===== config.mk =====
export PLATFORM = sky130hd
export DESIGN_NAME = sac_ctrl
export DESIGN_NICKNAME = d
export VERILOG_FILES = /design/src/verilog/sac_pkg.sv /design/src/verilog/sac_axil.sv /design/src/verilog/sac_clk_div.sv /design/src/verilog/sac_ctrl.sv
export VERILOG_INCLUDE_DIRS = /design/src /design/src/verilog
export SDC_FILE = /design/constraint.sdc
export NUM_CORES = 1
export LEC_CHECK = 0
export BUFFER_PORTS_ARGS = -buffer_cell sky130_fd_sc_hd__buf_4
export CAP_MARGIN = 20
export CORE_ASPECT_RATIO = 1.75
export CORE_MARGIN = 3
export CORE_UTILIZATION = 25
export CTS_BUF_LIST = sky130_fd_sc_hd__clkbuf_16
export DETAILED_ROUTE_END_ITERATION = 10
export GPL_ROUTABILITY_DRIVEN = 0
export PLACE_DENSITY_LB_ADDON = 0.2
export SLEW_MARGIN = 20
export SYNTH_ARGS = -nofsm -noshare
export SYNTH_HDL_FRONTEND = slang
export SYNTH_SLANG_ARGS = --single-unit

===== constraint.sdc =====
create_clock -name ref_clk -period 3.95 [get_ports ref_clk]
set_clock_uncertainty 0.05 [all_clocks]
set_input_delay 0 -clock ref_clk [delete_from_list [all_inputs] [get_ports ref_clk]]
set_output_delay 0 -clock ref_clk [all_outputs]
set_load 0.05 [all_outputs]

===== src/verilog/sac_consts.svh =====
// Purpose: Constants for the converter sequencer
// Assumes: Included by bare name
// Notes:   Byte offsets and field positions of the register map
`ifndef SAC_CONSTS_SVH
`define SAC_CONSTS_SVH

`define SAC_OFS_CTRL      8'h00
`define SAC_OFS_MODE      8'h04
`define SAC_OFS_TIMING    8'h08
`define SAC_OFS_STATUS    8'h0C
`define SAC_OFS_RESULT    8'h10

`define SAC_CTRL_START    0
`define SAC_MODE_NOCAL    3
`define SAC_MODE_NOPD     2
`define SAC_TIM_DIV_LSB   0
`define SAC_TIM_STC_LSB   8
`define SAC_TIM_CH_LSB    16

`define SAC_MODE_RST      4'h0
`define SAC_TIMING_RST    32'h0000_0000

`define SAC_CLK_MULT      4
`define SAC_SAMPLE_BASE   2
`define SAC_POSTCAL_CYC   2
`define SAC_PWRUP_CAL_CYC 3840
`define SAC_RES10         2'h0
`define SAC_RES12         2'h1
`define SAC_RES8          2'h2

`endif


===== src/verilog/sac_pkg.sv =====
// Purpose: Types for the converter sequencer
// Assumes: Nothing
// Notes:   Constants live in the header
package sac_pkg;
    typedef enum logic [2:0] {
        SAC_IDLE, SAC_PWRUP, SAC_SAMPLE, SAC_DISTRIB, SAC_POSTCAL
    } sac_state_e;

    typedef struct packed {
        logic       busy;
        logic       sampling;
        logic       result_valid;
        logic       powered;
        logic       ready;
    } sac_status_s;

    typedef struct packed {
        logic [3:0] mode;
        logic [7:0] clock_divide_value;
        logic [7:0] sample_time_value;
        logic [4:0] channel_select;
    } sac_cfg_s;
endpackage

===== src/verilog/sac_axil.sv =====
// Purpose: AXI4-Lite register slave for the converter sequencer
// Assumes: One write and one read at a time
// Notes:   Answers one cycle after both address and data are held
`timescale 1ns/1ps
`default_nettype none
`include "sac_consts.svh"
module sac_axil import sac_pkg::*; (
    input  wire logic        ref_clk,
    input  wire logic        nrst,
    input  wire logic [7:0]  s_axi_awaddr,
    input  wire logic        s_axi_awvalid,
    output logic             s_axi_awready,
    input  wire logic [31:0] s_axi_wdata,
    input  wire logic [3:0]  s_axi_wstrb,
    input  wire logic        s_axi_wvalid,
    output logic             s_axi_wready,
    output logic [1:0]       s_axi_bresp,
    output logic             s_axi_bvalid,
    input  wire logic        s_axi_bready,
    input  wire logic [7:0]  s_axi_araddr,
    input  wire logic        s_axi_arvalid,
    output logic             s_axi_arready,
    output logic [31:0]      s_axi_rdata,
    output logic [1:0]       s_axi_rresp,
    output logic             s_axi_rvalid,
    input  wire logic        s_axi_rready,
    input  wire sac_status_s status,
    input  wire logic [11:0] result,
    output sac_cfg_s         cfg,
    output logic             start_pulse
);
    logic [3:0]  mode_r;
    logic [31:0] timing_r;
    logic        wr_go;
    logic        wr_hit;
    logic [31:0] rd_val;
    logic        rd_hit;

    // Both channels taken in the same cycle keeps the write path one state deep
    assign wr_go         = s_axi_awvalid && s_axi_wvalid && !s_axi_bvalid;
    assign s_axi_awready = wr_go;
    assign s_axi_wready  = wr_go;
    assign s_axi_arready = !s_axi_rvalid;
    assign cfg = '{mode: mode_r, clock_divide_value: timing_r[`SAC_TIM_DIV_LSB +: 8],
                   sample_time_value: timing_r[`SAC_TIM_STC_LSB +: 8],
                   channel_select: timing_r[`SAC_TIM_CH_LSB +: 5]};
    assign start_pulse = wr_go && s_axi_awaddr == `SAC_OFS_CTRL && s_axi_wstrb[0]
                         && s_axi_wdata[`SAC_CTRL_START];

    always_comb begin
        wr_hit = 1'b1;
        unique case (s_axi_awaddr)
            `SAC_OFS_CTRL, `SAC_OFS_MODE, `SAC_OFS_TIMING: wr_hit = 1'b1;
            default: wr_hit = 1'b0;
        endcase
    end

    always_comb begin
        rd_val = 32'h0000_0000;
        rd_hit = 1'b1;
        unique case (s_axi_araddr)
            `SAC_OFS_CTRL:   rd_val = 32'h0000_0000;
            `SAC_OFS_MODE:   rd_val = {28'h000_0000, mode_r};
            `SAC_OFS_TIMING: rd_val = {11'h000, timing_r[20:0]};
            `SAC_OFS_STATUS: rd_val = {27'h000_0000, status};
            `SAC_OFS_RESULT: rd_val = {20'h0_0000, result};
            default:         rd_hit = 1'b0;
        endcase
    end

    always_ff @(posedge ref_clk or negedge nrst) begin
        if (!nrst) begin
            mode_r   <= `SAC_MODE_RST;
            timing_r <= `SAC_TIMING_RST;
        end else if (wr_go) begin
            if (s_axi_awaddr == `SAC_OFS_MODE && s_axi_wstrb[0]) begin
                mode_r <= s_axi_wdata[3:0];
            end
            if (s_axi_awaddr == `SAC_OFS_TIMING) begin
                for (int i = 0; i < 3; i++) begin
                    if (s_axi_wstrb[i]) begin
                        timing_r[i*8 +: 8] <= s_axi_wdata[i*8 +: 8];
                    end
                end
            end
        end
    end

    always_ff @(posedge ref_clk or negedge nrst) begin
        if (!nrst) begin
            s_axi_bvalid <= 1'b0;
            s_axi_bresp  <= 2'h0;
        end else if (wr_go) begin
            s_axi_bvalid <= 1'b1;
            s_axi_bresp  <= wr_hit ? 2'h0 : 2'h2;
        end else if (s_axi_bready) begin
            s_axi_bvalid <= 1'b0;
        end
    end

    always_ff @(posedge ref_clk or negedge nrst) begin
        if (!nrst) begin
            s_axi_rvalid <= 1'b0;
            s_axi_rdata  <= 32'h0000_0000;
            s_axi_rresp  <= 2'h0;
        end else if (s_axi_arvalid && !s_axi_rvalid) begin
            s_axi_rvalid <= 1'b1;
            s_axi_rdata  <= rd_val;
            s_axi_rresp  <= rd_hit ? 2'h0 : 2'h2;
        end else if (s_axi_rready) begin
            s_axi_rvalid <= 1'b0;
        end
    end
endmodule
`default_nettype wire


===== src/verilog/sac_clk_div.sv =====
// Purpose: Conversion clock tick generator
// Assumes: Divide value held stable during use
// Notes:   One tick every 4*(1+div) system clocks
`timescale 1ns/1ps
`default_nettype none
`include "sac_consts.svh"
module sac_clk_div import sac_pkg::*; (
    input  wire logic       ref_clk,
    input  wire logic       nrst,
    input  wire logic       restart,
    input  wire logic [7:0] clock_divide_value,
    output logic            tick
);
    logic [9:0] cnt_r;
    logic [9:0] last;

    assign last = 10'(`SAC_CLK_MULT) * (10'(clock_divide_value) + 10'h001) - 10'h001;
    assign tick = (cnt_r == last) && !restart;

    always_ff @(posedge ref_clk or negedge nrst) begin
        if (!nrst) begin
            cnt_r <= 10'h000;
        end else if (restart || cnt_r == last) begin
            cnt_r <= 10'h000;
        end else begin
            cnt_r <= cnt_r + 10'h001;
        end
    end
endmodule
`default_nettype wire


===== src/verilog/sac_ctrl.sv =====
// Purpose: Conversion sequencer of a successive-approximation converter
// Assumes: Comparator decision arrives as a level on the system clock
// Notes:   Registers reached over AXI4-Lite
// Operation
// - Mode bit 3 low adds two conversion-clock calibration cycles per conversion.
// - Mode bit 2 low powers the converter down after each conversion.
// - Mode bits 1:0 pick resolution: 00 ten, 01 twelve, 10 eight bits.
// - Conversion clock period is 4*(1+divide value) system clocks.
// - Inputs are taken on system clock edges; start begins a conversion.
// - Entering sample phase raises busy and sampling.
// - Sample phase lasts 2 plus sample time value conversion-clock periods.
// - Sampling falls at sample end; busy stays high through distribution.
// - Distribution takes N conversion-clock cycles, N the resolution.
// - Busy holds through post-calibration when enabled, else falls after distribution.
// - Result-valid rises as busy falls, with result presented.
// - Result-valid stays high until the next start.
// - Latency is sync, sample, distribution, calibration, sync delays; no sync delay is added at start or end.
// - Results sit MSB-justified on the 12-bit result.
// - A new start during a conversion abandons it and begins afresh.
// - After reset a 3840 conversion-clock power-up calibration runs first.
`timescale 1ns/1ps
`default_nettype none
`include "sac_consts.svh"
module sac_ctrl import sac_pkg::*; (
    input  wire logic        ref_clk,
    input  wire logic        nrst,
    input  wire logic [7:0]  s_axi_awaddr,
    input  wire logic        s_axi_awvalid,
    output logic             s_axi_awready,
    input  wire logic [31:0] s_axi_wdata,
    input  wire logic [3:0]  s_axi_wstrb,
    input  wire logic        s_axi_wvalid,
    output logic             s_axi_wready,
    output logic [1:0]       s_axi_bresp,
    output logic             s_axi_bvalid,
    input  wire logic        s_axi_bready,
    input  wire logic [7:0]  s_axi_araddr,
    input  wire logic        s_axi_arvalid,
    output logic             s_axi_arready,
    output logic [31:0]      s_axi_rdata,
    output logic [1:0]       s_axi_rresp,
    output logic             s_axi_rvalid,
    input  wire logic        s_axi_rready,
    input  wire logic        comp_in,
    output logic [4:0]       channel_select,
    output logic             powered,
    output logic             busy,
    output logic             sampling,
    output logic             result_valid,
    output logic [11:0]      result
);
    parameter int unsigned PWRUP_CAL_CYC = `SAC_PWRUP_CAL_CYC;

    // The phase counter is 12 bits wide, so a longer calibration cannot be counted
    // Refused at elaboration rather than left to wrap silently
    if (PWRUP_CAL_CYC < 1 || PWRUP_CAL_CYC > 4095) begin : g_bad_pwrup
        $error("PWRUP_CAL_CYC out of range");
    end

    sac_state_e  state_r;
    sac_cfg_s    cfg;
    sac_cfg_s    held_r;
    sac_status_s status;
    logic        start_pulse;
    logic        tick;
    logic        comp_meta_r;
    logic        comp_sync_r;
    logic [11:0] cnt_r;
    logic [3:0]  nbits;
    logic [11:0] sar_r;
    logic        ready_r;
    logic        powered_r;
    logic [11:0] phase_end;
    logic [11:0] sar_nxt;
    logic        conv_done;

    sac_axil u_bus (
        .ref_clk       (ref_clk),
        .nrst          (nrst),
        .s_axi_awaddr  (s_axi_awaddr),
        .s_axi_awvalid (s_axi_awvalid),
        .s_axi_awready (s_axi_awready),
        .s_axi_wdata   (s_axi_wdata),
        .s_axi_wstrb   (s_axi_wstrb),
        .s_axi_wvalid  (s_axi_wvalid),
        .s_axi_wready  (s_axi_wready),
        .s_axi_bresp   (s_axi_bresp),
        .s_axi_bvalid  (s_axi_bvalid),
        .s_axi_bready  (s_axi_bready),
        .s_axi_araddr  (s_axi_araddr),
        .s_axi_arvalid (s_axi_arvalid),
        .s_axi_arready (s_axi_arready),
        .s_axi_rdata   (s_axi_rdata),
        .s_axi_rresp   (s_axi_rresp),
        .s_axi_rvalid  (s_axi_rvalid),
        .s_axi_rready  (s_axi_rready),
        .status        (status),
        .result        (result),
        .cfg           (cfg),
        .start_pulse   (start_pulse)
    );

    // Divider restarts on every accepted start so phase lengths are exact
    sac_clk_div u_div (
        .ref_clk            (ref_clk),
        .nrst               (nrst),
        .restart            (start_pulse && ready_r),
        .clock_divide_value (held_r.clock_divide_value),
        .tick               (tick)
    );

    assign status = '{busy: busy, sampling: sampling, result_valid: result_valid,
                      powered: powered_r, ready: ready_r};
    assign powered        = powered_r;
    assign channel_select = held_r.channel_select;

    // Code 11 is unused; it falls back to ten bits
    always_comb begin
        unique case (held_r.mode[1:0])
            `SAC_RES12: nbits = 4'd12;
            `SAC_RES8:  nbits = 4'd8;
            default:    nbits = 4'd10;
        endcase
    end

    always_comb begin
        phase_end = 12'h000;
        unique case (state_r)
            SAC_PWRUP:   phase_end = 12'(PWRUP_CAL_CYC - 1);
            SAC_SAMPLE:  phase_end = 12'(held_r.sample_time_value) + 12'(`SAC_SAMPLE_BASE - 1);
            SAC_DISTRIB: phase_end = 12'(nbits) - 12'h001;
            SAC_POSTCAL: phase_end = 12'(`SAC_POSTCAL_CYC - 1);
            default:     phase_end = 12'h000;
        endcase
    end

    // Last phase of a conversion ends here; busy falls and the result is
    // latched on this same edge
    assign conv_done = busy && tick && cnt_r == phase_end
                       && ((state_r == SAC_DISTRIB && held_r.mode[`SAC_MODE_NOCAL]) || state_r == SAC_POSTCAL);

    // The last decided bit must reach the result on the edge that ends distribution,
    // so the result is taken from the next value, not from the register
    always_comb begin
        sar_nxt = sar_r;
        if (tick && state_r == SAC_DISTRIB) begin
            sar_nxt[4'd11 - cnt_r[3:0]] = comp_sync_r;
        end
    end

    always_ff @(posedge ref_clk or negedge nrst) begin
        if (!nrst) begin
            comp_meta_r <= 1'b0;
            comp_sync_r <= 1'b0;
        end else begin
            comp_meta_r <= comp_in;
            comp_sync_r <= comp_meta_r;
        end
    end

    // Settings latched at start shield the conversion from mid-flight writes
    always_ff @(posedge ref_clk or negedge nrst) begin
        if (!nrst) begin
            held_r <= '0;
        end else if (start_pulse && ready_r) begin
            held_r <= cfg;
        end
    end

    always_ff @(posedge ref_clk or negedge nrst) begin
        if (!nrst) begin
            state_r <= SAC_PWRUP;
            cnt_r   <= 12'h000;
            ready_r <= 1'b0;
        end else if (start_pulse && ready_r) begin
            state_r <= SAC_SAMPLE;
            cnt_r   <= 12'h000;
        end else if (tick && state_r != SAC_IDLE) begin
            if (cnt_r == phase_end) begin
                cnt_r <= 12'h000;
                unique case (state_r)
                    SAC_PWRUP: begin
                        state_r <= SAC_IDLE;
                        ready_r <= 1'b1;
                    end
                    SAC_SAMPLE:  state_r <= SAC_DISTRIB;
                    SAC_DISTRIB: state_r <= held_r.mode[`SAC_MODE_NOCAL] ? SAC_IDLE : SAC_POSTCAL;
                    SAC_POSTCAL: state_r <= SAC_IDLE;
                    default:     state_r <= SAC_IDLE;
                endcase
            end else begin
                cnt_r <= cnt_r + 12'h001;
            end
        end
    end

    always_ff @(posedge ref_clk or negedge nrst) begin
        if (!nrst) begin
            busy     <= 1'b0;
            sampling <= 1'b0;
        end else if (start_pulse && ready_r) begin
            busy     <= 1'b1;
            sampling <= 1'b1;
        end else if (tick && cnt_r == phase_end) begin
            if (state_r == SAC_SAMPLE) begin
                sampling <= 1'b0;
            end
            if ((state_r == SAC_DISTRIB && held_r.mode[`SAC_MODE_NOCAL]) || state_r == SAC_POSTCAL) begin
                busy <= 1'b0;
            end
        end
    end

    // One bit per distribution cycle, most significant first, so results stay MSB-justified
    always_ff @(posedge ref_clk or negedge nrst) begin
        if (!nrst) begin
            sar_r <= 12'h000;
        end else if (start_pulse && ready_r) begin
            sar_r <= 12'h000;
        end else if (tick && state_r == SAC_DISTRIB) begin
            sar_r <= sar_nxt;
        end
    end

    always_ff @(posedge ref_clk or negedge nrst) begin
        if (!nrst) begin
            result_valid <= 1'b0;
            result       <= 12'h000;
        end else if (start_pulse && ready_r) begin
            result_valid <= 1'b0;
        end else if (conv_done) begin
            result_valid <= 1'b1;
            result       <= sar_nxt;
        end
    end

    always_ff @(posedge ref_clk or negedge nrst) begin
        if (!nrst) begin
            powered_r <= 1'b1;
        end else if (start_pulse && ready_r) begin
            powered_r <= 1'b1;
        end else if (state_r == SAC_IDLE && ready_r && !held_r.mode[`SAC_MODE_NOPD]) begin
            powered_r <= 1'b0;
        end
    end

    a_busy_with_sample: assert property (@(posedge ref_clk) disable iff (!nrst)
        sampling |-> busy) else $error("sampling without busy");
    a_start_raises: assert property (@(posedge ref_clk) disable iff (!nrst)
        start_pulse && ready_r |=> busy && sampling && !result_valid) else $error("start did not raise");
    a_valid_on_fall: assert property (@(posedge ref_clk) disable iff (!nrst)
        $fell(busy) && !$past(start_pulse) |-> result_valid) else $error("valid missing");
    a_valid_holds: assert property (@(posedge ref_clk) disable iff (!nrst)
        result_valid && !(start_pulse && ready_r) |=> result_valid) else $error("valid dropped");
    a_sample_to_dist: assert property (@(posedge ref_clk) disable iff (!nrst)
        $fell(sampling) && !$past(start_pulse) |-> busy && state_r == SAC_DISTRIB) else $error("bad sample end");
    a_nocal_skip: assert property (@(posedge ref_clk) disable iff (!nrst)
        held_r.mode[3] |-> state_r != SAC_POSTCAL) else $error("postcal when disabled");
    a_busy_in_cal: assert property (@(posedge ref_clk) disable iff (!nrst)
        state_r == SAC_POSTCAL |-> busy) else $error("busy low in postcal");
    a_dist_len: assert property (@(posedge ref_clk) disable iff (!nrst)
        state_r == SAC_DISTRIB |-> cnt_r < 12'(nbits)) else $error("distribution overrun");
    a_no_start_pwrup: assert property (@(posedge ref_clk) disable iff (!nrst)
        !ready_r |-> !busy) else $error("busy before calibration");

    // Phase, power and result bookkeeping
    a_start_ignored: assert property (@(posedge ref_clk) disable iff (!nrst)
        start_pulse && !ready_r |=> !busy) else $error("start taken before calibration");
    a_ready_sticky: assert property (@(posedge ref_clk) disable iff (!nrst)
        ready_r |=> ready_r) else $error("ready dropped");
    a_idle_not_busy: assert property (@(posedge ref_clk) disable iff (!nrst)
        state_r == SAC_IDLE |-> !busy) else $error("busy while idle");
    a_sample_state: assert property (@(posedge ref_clk) disable iff (!nrst)
        sampling == (state_r == SAC_SAMPLE)) else $error("sampling out of phase");
    a_chan_held: assert property (@(posedge ref_clk) disable iff (!nrst)
        !(start_pulse && ready_r) |=> $stable(channel_select)) else $error("channel moved mid conversion");
    a_power_on_start: assert property (@(posedge ref_clk) disable iff (!nrst)
        start_pulse && ready_r |=> powered) else $error("not powered at start");
    a_power_down_idle: assert property (@(posedge ref_clk) disable iff (!nrst)
        state_r == SAC_IDLE && ready_r && !held_r.mode[`SAC_MODE_NOPD] && !start_pulse |=> !powered)
        else $error("still powered after conversion");
    a_result_held: assert property (@(posedge ref_clk) disable iff (!nrst)
        !conv_done |=> $stable(result)) else $error("result moved");
    a_result_capture: assert property (@(posedge ref_clk) disable iff (!nrst)
        conv_done && !start_pulse |=> result == $past(sar_nxt)) else $error("result not latched");
    a_sar_cleared: assert property (@(posedge ref_clk) disable iff (!nrst)
        start_pulse && ready_r |=> sar_r == 12'h000) else $error("stale bits after start");
    a_res8_low: assert property (@(posedge ref_clk) disable iff (!nrst)
        conv_done && held_r.mode[1:0] == `SAC_RES8 |-> sar_nxt[3:0] == 4'h0) else $error("8-bit result low bits set");
    a_res10_low: assert property (@(posedge ref_clk) disable iff (!nrst)
        conv_done && held_r.mode[1:0] != `SAC_RES12 |-> sar_nxt[1:0] == 2'h0) else $error("short result low bits set");

    // Main scenarios the bench is expected to reach
    c_conv_cal: cover property (@(posedge ref_clk) disable iff (!nrst)
        state_r == SAC_POSTCAL ##1 state_r == SAC_IDLE);
    c_conv_nocal: cover property (@(posedge ref_clk) disable iff (!nrst)
        state_r == SAC_DISTRIB ##1 state_r == SAC_IDLE);
    c_injected: cover property (@(posedge ref_clk) disable iff (!nrst)
        busy && start_pulse && ready_r);
    c_power_down: cover property (@(posedge ref_clk) disable iff (!nrst)
        $fell(powered));
    c_res12: cover property (@(posedge ref_clk) disable iff (!nrst)
        conv_done && held_r.mode[1:0] == `SAC_RES12);
endmodule
`default_nettype wire


Word-level counts from Yosys, hierarchy flattened
Index checks and enable logic that the tools add are counted.
{ "word_totals": {"regBits": 144, "input_bits": 60, "output_inout_bits": 62} }
{ "classes": {"add_sub_neg": 7, "n_lt_le_gt_ge": 2, "n_eq_ne": 14, "n_mux": 36, "bitwise_logic": 1, "reduce_logical": 50} }
{ "ops": {"columns": ["op", "count"], "rows": [
  ["$pmux W21 S4", 1],
  ["$mux W12", 6],
  ["$pmux W12 S4", 1],
  ["$eq A8 B4 Y1 const B", 3],
  ["$reduce_bool A2 Y1", 10],
  ["$logic_and A1 B1 Y1", 19],
  ["$mux W1", 17],
  ["$eq A8 B3 Y1 const B", 2],
  ["$logic_not A8 Y1", 2],
  ["$add A12 B1 Y12 const B", 1],
  ["$bwmux W12", 1],
  ["$eq A12 B12 Y1", 1],
  ["$mux W3", 4],
  ["$pmux W3 S2", 2],
  ["$add A10 B1 Y10 const B", 1],
  ["$eq A10 B10 Y1", 1],
  ["$mux W10", 1],
  ["$reduce_and A2 Y1", 5],
  ["$sub A10 B1 Y10 const B", 1],
  ["$add A8 B1 Y9 const B", 1],
  ["$reduce_and A3 Y1", 3],
  ["$add A8 B1 Y8 const B", 1],
  ["$eq A8 B5 Y1 const B", 1],
  ["$eq A3 B2 Y1 const B", 2],
  ["18 further kinds", 23]
]} }

Longest topological paths before layout
{ "depth": {"depth_word": 13, "ltp_mapped": 12} }

Hierarchy
Synthesis repeated with hierarchy kept, for this count alone.
{ "unflattened": {"hier_cells": 690, "area_unflattened_um2": 6998.0} }
{ "modules_own_cells": {"columns": ["mod", "instances", "cells_per_inst", "area_each_um2"], "rows": [
  ["sac_ctrl", 1, 384, 3649.8],
  ["sac_axil", 1, 186, 2274.7],
  ["sac_clk_div", 1, 120, 1073.5]
]} }

Worst setup path before layout
Ideal clock, no wire load.
{ "synth_path": {"path_type": "reg2reg", "start": "reg held_r[14] in the netlist's numbering", "end": "reg result[10]", "setup_ns": 0.125, "arrival_time_ns": 3.053, "slack_ns": 0.722, "stages_incl_launch_ff": 11, "n_path_buf": 1, "period_less_slack_ns": 3.228, "cell_sequence": "dfrtp_1 -> ha_1 -> buf_6 -> xor2_1 -> or3_4 -> a21oi_2 -> o2bb2a_4 -> or3_1 -> or4_1 -> mux2_1 -> mux2_4"} }
{ "synth_via": {"elab_chain_len": 8, "word_cells_on_any_way": 10, "classes_between": "add/sub (2); eq/ne (1); mux (1); reduce/logical (6)"} }
{ "synth_lines": {"columns": ["element", "line_no", "rtl"], "rows": [
  ["from (decl)", "sac_ctrl.sv:62", "sac_cfg_s held_r;"],
  ["from (signal assigned)", "sac_ctrl.sv:166", "held_r <= cfg;"],
  ["$add A8 B1 Y8 *", "sac_clk_div.sv:17", "assign last = 10'(`SAC_CLK_MULT) * (10'(clock_divide_value) + 10'h001) - 10'h001;"],
  ["$sub A10 B1 Y10 *", "sac_clk_div.sv:17", null],
  ["$eq A10 B10 Y1 *", "sac_clk_div.sv:18", "assign tick = (cnt_r == last) && !restart;"],
  ["$logic_and A1 B1 Y1 *", "sac_clk_div.sv:18", null],
  ["$logic_and A1 B1 Y1 (3 in a row)", "sac_ctrl.sv:139", "assign conv_done = busy && tick && cnt_r == phase_end"],
  ["$reduce_and A2 Y1 (no line)", null, null],
  ["to (signal assigned)", "sac_ctrl.sv:233", "result <= sar_nxt;"],
  ["to (decl)", "sac_ctrl.sv:50", "output logic [11:0] result"]
]} }
Mark *: on every way between the ends. The rest lies on a longest branch, timed or not.
A chain may end at the register's enable or synchronous reset.

Worst setup path in the final report
{ "layout_path": {"start": "reg u_bus.s_axi_bvalid", "end": "reg result[0]"} }
{ "layout_via": {"elab_chain_len": 12, "word_cells_on_any_way": 15, "classes_between": "mux (1); bitwise (1); reduce/logical (13)"} }
{ "layout_lines": {"columns": ["element", "line_no", "rtl"], "rows": [
  ["from (decl)", "sac_axil.sv:18", "output logic s_axi_bvalid,"],
  ["from (signal assigned)", "sac_axil.sv:91", "s_axi_bvalid <= 1'b0;"],
  ["from (signal assigned)", "sac_axil.sv:94", "s_axi_bvalid <= 1'b1;"],
  ["from (signal assigned)", "sac_axil.sv:97", "s_axi_bvalid <= 1'b0;"],
  ["$logic_not A1 Y1 *", "sac_axil.sv:40", "assign wr_go = s_axi_awvalid && s_axi_wvalid && !s_axi_bvalid;"],
  ["$logic_and A1 B1 Y1 *", "sac_axil.sv:40", null],
  ["$logic_and A1 B1 Y1 (no line) *", null, null],
  ["$logic_and A1 B1 Y1 * (2 in a row)", "sac_axil.sv:47", "assign start_pulse = wr_go && s_axi_awaddr == `SAC_OFS_CTRL && s_axi_wstrb[0]"],
  ["$logic_and A1 B1 Y1 *", "sac_ctrl.sv:107, sac_ctrl.sv:229", null],
  ["$logic_not A1 Y1", "sac_clk_div.sv:18", null],
  ["$logic_and A1 B1 Y1", "sac_clk_div.sv:18", null],
  ["$logic_and A1 B1 Y1 (3 in a row)", "sac_ctrl.sv:139", null],
  ["$reduce_and A2 Y1 (no line)", null, null]
]} }
Marks and branches as above.

==> reports/results.env <==
LARGEST_NET_DEGREE_AT_THE_START_OF_GLOBAL_ROUTING=86
SYNTH_EDF_COUNT=0
POST-ROUTE-DRC-COUNT=0
GRT_USE_TOTAL_PCT=14.1
FINAL_AREA_MM2=0.00909
SETUP_WS_PS=268
POWER_AFTER_LAYOUT_mW=3.13
SYNTH_AREA_LEADER_CELL='dfrtp_1'
LAYOUT_MIN_CYCLE_TIME_PS=3680
ANTENNA_VIOLATING_NETS_POST_ROUTE=0
SYNTHADDERAREAFRAC_PCT=1.76
DESIGN.DIE.AREA_MM2=0.0306
NETS=928
REQUIRED_PS=4210
FINALHOLDVIOLCOUNT=0
NETLIST_AREA_MM2=0.00711
MAX-SLEW-MARGIN-REL_PCT=32.8
TIMING.CRITICAL_PATH.FANOUT_MAX=67
SYNTH.DISTINCT_CELLS=73
CTS_NUM_SINKS=131
DRIVE_GT1_SHARE_PCT=24.3
YOSYSSEQAREASHARE_PCT=46.2
STATUS='completed'
WIRE_PER_INST_UM=16.9
HOLD_PATH.CLASS='in -> reg'
CTS_MAX_PATH_BUFFERS=2
REPORT.FINAL.SLEW_VIOL_COUNT=0
CLKSLEWWORSTSETUPHOLDPATHS_PS=60
CRITPATHARRIVALTIME_PS=3940
WIRELENGTH_UM=21000
GRT-OVFL-TOTAL=0
DRTPASS1ITERATIONS=5
MAX_SLEW.WORST_PIN.SLEW_PS=1000
TOTAL_NUMBER_OF_YOSYS_WARNINGS=0
VIA_PER_INST=4.65
DIE-HEIGHT_UM=229
SYNTHCELLS=738
AREA_DELTA_SYNTH_FINAL_PCT=27.9
RSZ0062_AT_GRT='false'
NUMBER_OF_SYNTHESIZED_REGISTER_BITS=131
HOLDWS_PS=39.7
SYNTH.TOP_CELLS.BY_AREA='dfrtp_1 45%, nand2_1 7.9%, mux2_2 6.2%'
CTS_MAX_LEVEL=4
SYNTHDOMINANTCELLAREASHARE_PCT=45.4
IRDROPWORSTVDD_mV=0.254
PLACE_WORST_SETUP_SLACK_PS=418
SETUP_VIOLATIONS=0
WORST_SKEW_PAIR.LATE_LATENCY_PS=430
TIMING.FINAL.CRIT_SHARE_PCT=93.2
ROUTED-VIA-COUNT=5781
GRT_PASS1_VIAS=5917
SYNTHSIMPLEGATEAREAFRAC_PCT=20.0
FLOORPLAN.INITIALDENSITY_PCT=25.4
DP_HPWL_UM=15100
SYNTH_MUX_AREA_SHARE_PCT=8.54
FIRST_PASS_GRT_WIRE_LENGTH_UM=33500
DIE_WIDTH_UM=133
NUMCTSBUFFERS=17
CORE_OUTLINE_AREA_MM2=0.0280
TNS_PS=0
FLOORPLAN.IO_PINS=122
PATH_CLASS='reg -> reg'
CRITICAL_PATH.ENDPOINT_TYPE='register'
POWER.DENSITY_mW_PER_MM2=344
SYNTH-COMPOUND-AREA-SHARE_PCT=13.5
CRITPATHLAUNCHTYPE='register'
MAXIMUM_CLOCK_RATE_GHz=0.272
POST_SYNTH.CELL_AREA_AVG_UM2=9.63
CTS_TREE='done'
DIODES=0
POSTSYNTH.ASYNCRESETSHARE_PCT=100
CLOCKROOTBUFFER='clkbuf_16'
GRT_ANTENNA_BEFORE_REPAIR=0
NUMBER_OF_BUFFER_CELLS_ADDED_ON_PRIMARY_PORTS=96
DRV_CAP=0
YS_DOMINANT_REG_CELL='dfrtp_1'
STD_CELL_ROWS=81
SYNTH_TOP_FAMILY_BY_AREA='simple AND/OR/NAND/NOR gates'
DR.FIRST_ITER.DRC_COUNT=205
PLACED_AREA_MM2=0.00814
LEAKAGE_POWER_TOTAL_nW=4.42
SYNTHXORXNORAREAFRAC_PCT=4.44
## state kept, by name (all words and copies together) (netlist names), 3 cells and up
register / cells
state_r: 3
u_bus.mode_r: 4
u_bus.cfg: 21
u_bus.s_axi_rdata: 21
held_r: 20
result: 12
u_div.cnt_r: 10
cnt_r: 12
channel_select: 5
sar_r: 12
## cell usage in the layout, fill, tap and decap left out, types with 20 or more instances in the layout
master / count
dlygate4sd3_1: 38
buf_4: 113
nor2_1: 28
dfrtp_1: 129
and3_1: 23
nand2_1: 150
nand3_1: 35
o21ai_0: 39
xor2_1: 20
mux2_2: 39
## final cells by class
class,instances,area (um2)
Timing Repair Buffer,152,1240
Multi-Input combinational cell,543,3480
Fill cell,2966,18900
Sequential cell,131,3280
Inverter,13,48.8
Clock inverter,15,146
Clock buffer,17,425
Tap cell,373,467
## kinds of logic (layout without fill, tap and decap cells)
group	after synthesis	after routing
and+or+nand+nor	299	299
AOI/OAI and AO/OA	134	134
DFF	131	131
buffers and inverters	76	197
muxes	51	51
xor gates and xnor gates	36	36
adders and majority gates	10	10
other	1	13
## metal layers
metal | vias up | part of all wire [%] | track usage [%]
li1 | 2823 | - | -
met1 | 2793 | 40 | 16.0
met2 | 139 | 53 | 25.1
met3 | 26 | 3.9 | 3.21
met4 | 0 | 3.1 | 6.02
met5 | - | 0 | 0
## critical path, cell delays in order (launching register included)
cell and delay (ps):
dfrtp_1 390, nand3b_1 270, or4_1 540, dlygate4sd3_1 570, nor2_1 170, nand4_1 190
buf_4 400, and3_1 270, nand3_1 80, mux2_2 350, mux2_2 270
## repair_timing
| item | CTS | global route |
|---|---|---|
| setup buffers | 0 | 0 |
| gates resized for setup | 0 | 0 |
| hold buffers | 38 | 0 |
| hold endpoints to repair | 115 | 0 |
## path summary, 6_finish.rpt
path	depth (start not counted)	slack, ps	end	startpoint
worst max-delay path	10	270	result[0]	u_bus.s_axi_bvalid
worst min-delay path	4	40	u_bus.s_axi_rvalid	s_axi_arvalid
worst max register to register	10	270	result[0]	u_bus.s_axi_bvalid
worst min register to register	0	310	comp_sync_r	comp_meta_r
max in group asynchronous	3	2730	state_r[0]	nrst
min in group asynchronous	2	140	u_bus.s_axi_bvalid	nrst
## cell usage after synthesis, drive strengths merged (5+ instances only)
| cell | instances |
|---|---|
| nor2b | 7 |
| clkbuf | 31 |
| o21ai | 39 |
| inv | 13 |
| buf | 32 |
| dfrtp | 129 |
| a31oi | 10 |
| nand3 | 35 |
| and3 | 23 |
| a21o | 10 |
| a41o | 8 |
| xnor2 | 16 |
| a32o | 6 |
| mux2 | 50 |
| o211ai | 7 |
| ha | 10 |
| nand2 | 150 |
| a21oi | 13 |
| xor2 | 20 |
| nor3 | 15 |
| or3 | 5 |
| a22oi | 8 |
| nor2 | 29 |
| or4 | 9 |
## report_power, final
part / leakage [nW] / switching, mW / internal (mW)
sequential: 1.77 / 0.0114 / 1.35
combinational: 2.36 / 0.129 / 0.0797
clock: 0.283 / 0.672 / 0.883
total: 4.42 / 0.812 / 2.32
## stage by stage
step                std cells  utilization (%)
global route             1244             32.5
finish                   1244             32.5
global placement         1174             29.1
CTS                      1244             32.5
floorplan                 750                -
detailed placement       1174             29.1
(Power assumes the default switching activity.)
